$ cat src/rtl/ocr_pkg.sv
// Constants for the over-current recovery and output gating block.
// Assumes a 20 MHz core clock and on bits supplied by the control words
// of the surrounding device.
//
// Function
// - Over-current on a driver sets its sticky flag and switches it off.
// - With recovery enabled, a tripped driver is re-enabled after a delay.
// - One recovery cycle may happen with recovery disabled, by clock phase.
// - Half-bridge flags form status word one, high-side flags word two.
// - Gated output is on only while its PWM input is high.
// - Outputs five, eight and ten use input B; all others input A.
// - Bit 5 of word two picks recovery rate: 0 is 1.7 kHz, 1 is 3 kHz.
// - Without gating, a driver follows its on bit directly.
// - High-side and low-side of one half bridge never on together.
// - Global enable cleared clears recovery and gating selections.
package ocr_pkg;

  // ==========================================================
  // Sizes
  localparam int NUM_HB = 6;
  localparam int NUM_HS = 5;
  localparam int NUM_HB_DRV = 2 * NUM_HB;
  localparam int CNT_W = 16;

  // ==========================================================
  // Register selects and field positions
  localparam logic SEL_HB_WORD = 1'b0;
  localparam logic SEL_HS_WORD = 1'b1;
  localparam int HB_OCR_MSB = 15;
  localparam int HB_OCR_LSB = 10;
  localparam int HB_PWM_MSB = 7;
  localparam int HB_PWM_LSB = 2;
  localparam int HS_OCR_MSB = 15;
  localparam int HS_OCR_LSB = 11;
  localparam int HS_PWM_MSB = 10;
  localparam int HS_PWM_LSB = 6;
  localparam int HS_FREQ_BIT = 5;
  localparam logic [15:0] HB_WORD_RESET = 16'h0000;
  localparam logic [15:0] HS_WORD_RESET = 16'h0000;
  localparam logic [15:0] HB_WORD_MASK = 16'hfcfc;
  localparam logic [15:0] HS_WORD_MASK = 16'hffe0;

  // ==========================================================
  // Gating input assignment, one bit per output, set means input B
  localparam logic [NUM_HB-1:0] HB_USE_B = 6'h10; // Output five
  localparam logic [NUM_HS-1:0] HS_USE_B = 5'h0a; // Outputs eight, ten

  // ==========================================================
  // Timing
  localparam int CLK_HZ = 20_000_000;
  localparam int REC_SLOW_HZ = 1700;
  localparam int REC_FAST_HZ = 3000;
  localparam int REC_SLOW_CYC = CLK_HZ / REC_SLOW_HZ;
  localparam int REC_FAST_CYC = CLK_HZ / REC_FAST_HZ;

endpackage : ocr_pkg

$ cat src/rtl/ocr_gate.sv
// Over-current shutdown, automatic recovery and PWM gating for eleven
// outputs (six half bridges, five high-side switches).
// Assumes over-current detect and PWM inputs come from pins (synchronised
// here) and on bits and global enable come from same-clock logic.
`timescale 1ns/100ps
module ocr_gate import ocr_pkg::*; #(
  parameter int REC_SLOW_CYCLES = REC_SLOW_CYC,
  parameter int REC_FAST_CYCLES = REC_FAST_CYC
) (
  // Clock and reset
  input wire logic clk,
  input wire logic rst,
  // Control word write port
  input wire logic ctl_wr_en,
  input wire logic ctl_wr_sel,
  input wire logic [15:0] ctl_wr_data,
  // Control word readback
  output logic [15:0] hb_ctl_rd,
  output logic [15:0] hs_ctl_rd,
  // Global enable and on bits, bit 11 is output one high side
  input wire logic global_enable,
  input wire logic [NUM_HB_DRV-1:0] hb_on,
  input wire logic [NUM_HS-1:0] hs_on,
  // Gating inputs from pins
  input wire logic gating_input_a,
  input wire logic gating_input_b,
  // Over-current detectors from the power stages
  input wire logic [NUM_HB_DRV-1:0] hb_oc_det,
  input wire logic [NUM_HS-1:0] hs_oc_det,
  // Flag clear pulses, one per flag
  input wire logic [NUM_HB_DRV-1:0] hb_flag_clr,
  input wire logic [NUM_HS-1:0] hs_flag_clr,
  // Over-current flags, status words one and two
  output logic [NUM_HB_DRV-1:0] hb_overcurrent_flag,
  output logic [NUM_HS-1:0] hs_overcurrent_flag,
  // Driver enables
  output logic [NUM_HB-1:0] high_side_driver_hb,
  output logic [NUM_HB-1:0] low_side_driver,
  output logic [NUM_HS-1:0] high_side_driver
);

  localparam int N = NUM_HB_DRV + NUM_HS;

  // ==========================================================
  // Synchronisers
  logic [N+1:0] sync1_r, sync2_r;
  always_ff @(posedge clk) begin
    sync1_r <= {gating_input_b, gating_input_a, hb_oc_det, hs_oc_det};
    sync2_r <= sync1_r;
  end
  logic pwm_a, pwm_b;
  logic [N-1:0] oc_s;
  assign pwm_a = sync2_r[N];
  assign pwm_b = sync2_r[N+1];
  assign oc_s = sync2_r[N-1:0];

  // ==========================================================
  // Control words
  logic [15:0] hb_word_r, hb_word_nxt, hs_word_r, hs_word_nxt;
  always_comb begin
    hb_word_nxt = hb_word_r;
    hs_word_nxt = hs_word_r;
    if (!global_enable) begin
      hb_word_nxt = HB_WORD_RESET;
      hs_word_nxt = HS_WORD_RESET;
    end else if (ctl_wr_en && ctl_wr_sel == SEL_HB_WORD) begin
      hb_word_nxt = ctl_wr_data & HB_WORD_MASK; // Reserved bits dropped
    end else if (ctl_wr_en && ctl_wr_sel == SEL_HS_WORD) begin
      hs_word_nxt = ctl_wr_data & HS_WORD_MASK;
    end
  end
  always_ff @(posedge clk) begin
    if (rst) begin
      hb_word_r <= HB_WORD_RESET;
      hs_word_r <= HS_WORD_RESET;
    end else begin
      hb_word_r <= hb_word_nxt;
      hs_word_r <= hs_word_nxt;
    end
  end
  assign hb_ctl_rd = hb_word_r;
  assign hs_ctl_rd = hs_word_r;

  // Field extraction, top bit of each field is output one (half-bridge words) or output seven (high-side fields)
  logic [NUM_HB-1:0] hb_rec_en, hb_pwm_en;
  logic [NUM_HS-1:0] hs_rec_en, hs_pwm_en;
  logic fast_sel;
  assign hb_rec_en = hb_word_r[HB_OCR_MSB:HB_OCR_LSB];
  assign hb_pwm_en = hb_word_r[HB_PWM_MSB:HB_PWM_LSB];
  assign hs_rec_en = hs_word_r[HS_OCR_MSB:HS_OCR_LSB];
  assign hs_pwm_en = hs_word_r[HS_PWM_MSB:HS_PWM_LSB];
  assign fast_sel = hs_word_r[HS_FREQ_BIT];

  // Per-driver recovery enable, half-bridge drivers share their output bit
  logic [N-1:0] rec_en;
  always_comb begin
    for (int k = 0; k < NUM_HB; k++) begin
      rec_en[NUM_HS + 2*k + 1] = hb_rec_en[k];
      rec_en[NUM_HS + 2*k] = hb_rec_en[k];
    end
    rec_en[NUM_HS-1:0] = hs_rec_en;
  end

  // ==========================================================
  // Recovery period timer
  logic [CNT_W-1:0] cnt_r, cnt_nxt, period_m1;
  logic rec_tick, late_phase;
  assign period_m1 = fast_sel ? CNT_W'(REC_FAST_CYCLES - 1)
                              : CNT_W'(REC_SLOW_CYCLES - 1);
  assign rec_tick = (cnt_r >= period_m1);
  assign late_phase = (cnt_r > (period_m1 >> 1));
  always_comb begin
    cnt_nxt = rec_tick ? '0 : cnt_r + CNT_W'(1);
  end
  always_ff @(posedge clk) begin
    if (rst) begin
      cnt_r <= '0;
    end else begin
      cnt_r <= cnt_nxt;
    end
  end

  // ==========================================================
  // Trip latches, single-shot arms and sticky flags
  logic [N-1:0] trip_r, trip_nxt, shot_r, shot_nxt, flag_r, flag_nxt;
  logic [N-1:0] flag_clr, oc_new;
  assign flag_clr = {hb_flag_clr, hs_flag_clr};
  assign oc_new = oc_s & ~trip_r;
  always_comb begin
    trip_nxt = trip_r;
    shot_nxt = shot_r;
    for (int i = 0; i < N; i++) begin
      if (oc_new[i]) begin
        trip_nxt[i] = 1'b1;
        shot_nxt[i] = late_phase; // Late trip earns one retry
      end else if (trip_r[i] && rec_tick && (rec_en[i] || shot_r[i])) begin
        trip_nxt[i] = 1'b0;
        shot_nxt[i] = 1'b0;
      end
    end
    // Set wins over clear
    flag_nxt = (flag_r & ~flag_clr) | oc_s;
    if (!global_enable) begin
      trip_nxt = '0;
      shot_nxt = '0;
    end
  end
  always_ff @(posedge clk) begin
    if (rst) begin
      trip_r <= '0;
      shot_r <= '0;
      flag_r <= '0;
    end else begin
      trip_r <= trip_nxt;
      shot_r <= shot_nxt;
      flag_r <= flag_nxt;
    end
  end
  assign hb_overcurrent_flag = flag_r[N-1:NUM_HS];
  assign hs_overcurrent_flag = flag_r[NUM_HS-1:0];

  // ==========================================================
  // Driver outputs
  logic [NUM_HB-1:0] hb_hs_nxt, hb_ls_nxt, hb_hs_r, hb_ls_r;
  logic [NUM_HS-1:0] hs_nxt, hs_r;
  always_comb begin
    logic g, a, b;
    g = 1'b0;
    a = 1'b0;
    b = 1'b0;
    for (int k = 0; k < NUM_HB; k++) begin
      // Field order runs output one at the top
      g = !hb_pwm_en[k] || (HB_USE_B[NUM_HB-1-k] ? pwm_b : pwm_a);
      a = hb_on[2*k+1] && !trip_r[NUM_HS+2*k+1] && g;
      b = hb_on[2*k] && !trip_r[NUM_HS+2*k] && g;
      hb_hs_nxt[k] = a && !b;
      hb_ls_nxt[k] = b && !a;
    end
    for (int j = 0; j < NUM_HS; j++) begin
      g = !hs_pwm_en[j] || (HS_USE_B[NUM_HS-1-j] ? pwm_b : pwm_a);
      hs_nxt[j] = hs_on[j] && !trip_r[j] && g;
    end
    if (!global_enable) begin
      hb_hs_nxt = '0;
      hb_ls_nxt = '0;
      hs_nxt = '0;
    end
  end
  always_ff @(posedge clk) begin
    if (rst) begin
      hb_hs_r <= '0;
      hb_ls_r <= '0;
      hs_r <= '0;
    end else begin
      hb_hs_r <= hb_hs_nxt;
      hb_ls_r <= hb_ls_nxt;
      hs_r <= hs_nxt;
    end
  end
  // Vector bit k is field bit k: top bit is output one / output seven
  assign high_side_driver_hb = hb_hs_r;
  assign low_side_driver = hb_ls_r;
  assign high_side_driver = hs_r;

endmodule : ocr_gate

$ cat config.mk
export PLATFORM = sky130hd
export DESIGN_NAME = ocr_gate
export DESIGN_NICKNAME = d
export VERILOG_FILES = /design/src/rtl/ocr_pkg.sv /design/src/rtl/ocr_gate.sv
export SDC_FILE = /design/constraint.sdc
export NUM_CORES = 1
export LEC_CHECK = 0
export BUFFER_PORTS_ARGS = -buffer_cell sky130_fd_sc_hd__buf_2
export CORE_MARGIN = 2
export CORE_UTILIZATION = 50
export CTS_BUF_LIST = sky130_fd_sc_hd__clkbuf_16
export CTS_CLUSTER_DIAMETER = 60
export DETAILED_ROUTE_END_ITERATION = 7
export GPL_TIMING_DRIVEN = 1
export MAX_ROUTING_LAYER = met4
export PLACE_DENSITY = 0.86
export SYNTH_ARGS = -nofsm -noshare
export SYNTH_HDL_FRONTEND = slang
export SYNTH_SLANG_ARGS = --single-unit
$ cat constraint.sdc
create_clock -name clk -period 3.15 [get_ports clk]
set_clock_uncertainty 0.15 [all_clocks]
set_input_delay 0.315 -clock clk [delete_from_list [all_inputs] [get_ports clk]]
set_output_delay 0.315 -clock clk [all_outputs]
set_load 0.01 [all_outputs]
==> metrics.txt <==
Max stage delay on crit path=0.51 ns; TNS Setup=0 ns; design area=7170 µm²; worst setup path startpoint=hs_ctl_rd[5]; htree depth=4; RD Place Congestion=0.833; Core ar.=10,800 µm²; Final Power=4.34 mW; largest net degree at the start of global routing=46; antenna viol nets, final=0; Clock transition at path regs=0.06 ns; Yosys Warn Count=0; Crit Path Max Fanout=18; Post-synth EDFFs=0; Yosys cell types=48; min-delay worst type=in -> reg; postcts setup bufs=0; Synth top area share=52.8%; Post-DP HPWL=9810 µm; max-cap violations=0; most common cell in the synthesized netlist=dfxtp_1; Tmin final=3.11 ns; Bufs on Longest Clock Path=2; nets=836; CTS sink count=145; Post-CTS Resized=0; Iter 0 DRT Violations=372; r2r startpoint=hs_ctl_rd[5]; status=completed; initial antenna violation count=0; Starting Density=51.0%; GR Overflow Total=0; Peak Freq=321 MHz; Worst Reg2Reg Path Length in Cells=8; largest cells by area after synthesis=dfxtp_1, nand2_1, ha_1; drt pass-1 iters=5; crit-path cells=inv_1, ha_1, a2111oi_0, or3_1, a211o_1, buf_4, nand3_2, a211oi_1; measured slew at the worst slew-check pin=0.887 ns; synthesized area=5500 µm²; CTS root buf=clkbuf_16; Hold Path End=high_side_driver_hb[2]; Filler cells=801; first-pass GRT wire length=23,000 µm; top post-synthesis cells by count=dfxtp_1, nand2_1, nor2_1, a21oi_1, inv_1; RR Endpoint=trip_r[14]; routed vias/inst=5.47; Critical Path AT=3.28 ns; Crit-path slowest cell=dfxtp_1; CTS tree=yes; fraction of layout cells with a size suffix above 1=24.7%; die area=11,900 µm²; number of diodes=0; DP Area=6260 µm²; Worst setup SP type=flip-flop; Max-slew headroom=40.8%; via count=4,897; peak supply drop=458 µV; Seq/Total Area, Yosys=52.8%; Synth Flop Type=dfxtp_1; I/O pins=140; Final Util=66.4%; CTS buffer count=17; critical path type=reg -> reg; RSZ-0062 raised after global routing=yes; DRC violations left=0; Die Width=109 µm; Seq cells post-synth=145; Critical Path Sink Type=flip-flop; drt total wl=14,500 µm; Post-synth ARST share=0%; Worst Hold Margin=0.0141 ns; Avg Cell Area, Syn=9.52 µm²; largest area contributor in the netlist=dfxtp_1; IO Port Bufs=128; vias in the first global route=4,759; Tcrit/Tclk final=98.8%; reg2reg setup slack=0.04 ns; Die Y=109 µm; final slew viol count=0; WHS Path Cells=3; gr usage total=25.8%; worst skew pair latency=0.41 ns; required time worst endpoint=3.32 ns; DR WL/cell=16.2 µm; Cell Pwr Density=606 nW/µm²; Row Count=38; hold path startpoint=hb_on[5]; Hold Vio Cnt, Final=0; Setup-failing EPs final=0; Area Growth Syn to Fin=30.3%; Pleak=3.08 nW; cells after synthesis=578
state kept, by name (all words and copies together), names as in the netlist:
| register | count |
|---|---|
| cnt_r | 16 |
| flag_r | 17 |
| hb_ctl_rd | 12 |
| high_side_driver | 5 |
| high_side_driver_hb | 6 |
| hs_ctl_rd | 11 |
| low_side_driver | 6 |
| shot_r | 17 |
| sync1_r | 19 |
| sync2_r | 19 |
| trip_r | 17 |
how the worst max path moves through the flow:
stage,to,slack (ns)
after global routing,cnt_r[14],-0.10
after CTS,trip_r[14],0.07
after detailed placement,trip_r[14],0.12
final,trip_r[14],0.04
after global placement,trip_r[7],0.27
after floorplan,trip_r[0],0.51
report_power, final:
group	leakage, nW	internal [mW]	switching (mW)
clock	0.301	1.32	0.762
combinational	1.59	0.138	0.162
sequential	1.20	1.91	0.0541
total	3.08	3.37	0.978
cell usage in the layout, fill, tap and decap left out, types with 2 or more instances in the layout:
cell	instances
o22ai_1	17
nor2b_1	12
bufinv_16	4
o21ai_0	12
nand3_1	5
clkbuf_16	17
nand4_1	3
nor4_1	7
inv_1	38
a211oi_1	17
dfxtp_1	145
dlygate4sd3_1	29
clkinv_1	3
a41oi_1	7
xor2_1	4
nand3b_1	18
nor3_1	2
buf_2	128
clkinv_4	4
and2_1	2
ha_1	19
buf_4	10
nor4b_1	6
nand2_1	70
a21oi_1	45
xnor2_1	8
o21a_1	18
conb_1	10
a41oi_2	10
nor2_1	60
or3_1	2
routing by layer:
layer / part of all wire (%) / vias to the layer above / global-route usage, %
met5: 0 / - / -
met4: 2.8 / 0 / 10.9
met3: 6.2 / 42 / 5.86
met2: 49 / 213 / 42.1
met1: 42 / 2325 / 30.7
li1: - / 2317 / -
timing repair:
item | in CTS | in global routing
setup endpoints to repair | 0 | 17
hold buffers | 29 | 0
endpoints found under the hold margin | 30 | 0
metrics by stage:
stage / instances / setup WS (ns)
floorplan: 587 / 0.510
global placement: 835 / 0.273
detailed placement: 835 / 0.120
CTS: 896 / 0.0730
global route: 896 / -0.103
finish: 896 / 0.0387
final cells by class:
class | instances | area [µm²] | area share (%)
Clock buffer | 17 | 425 | 5.93
Tap cell | 140 | 175 | 2.44
Multi-Input combinational cell | 375 | 2330 | 32.5
Timing Repair Buffer | 167 | 1010 | 14.0
Clock inverter | 15 | 191 | 2.67
Sequential cell | 145 | 2900 | 40.5
Inverter | 37 | 139 | 1.94
critical path: cells and delay by family, from the launching register on:
family / cells / cell delay (ns)
flops: 1 / 0.51
fa+ha+maj: 1 / 0.29
simple gates: 2 / 0.62
buf+inv: 2 / 0.45
compound gates: 3 / 1.01
cell families after synthesis:
group                      synth area share [%]
and+or+nand+nor                            17.9
DFF                                        52.8
AOI/OAI and AO/OA                          17.4
buffers and inverters                      5.69
adders and majority gates                  4.32
xor gates and xnor gates                   1.91
other                                    0.0682
No activity file was read; power rests on OpenSTA's default activity.
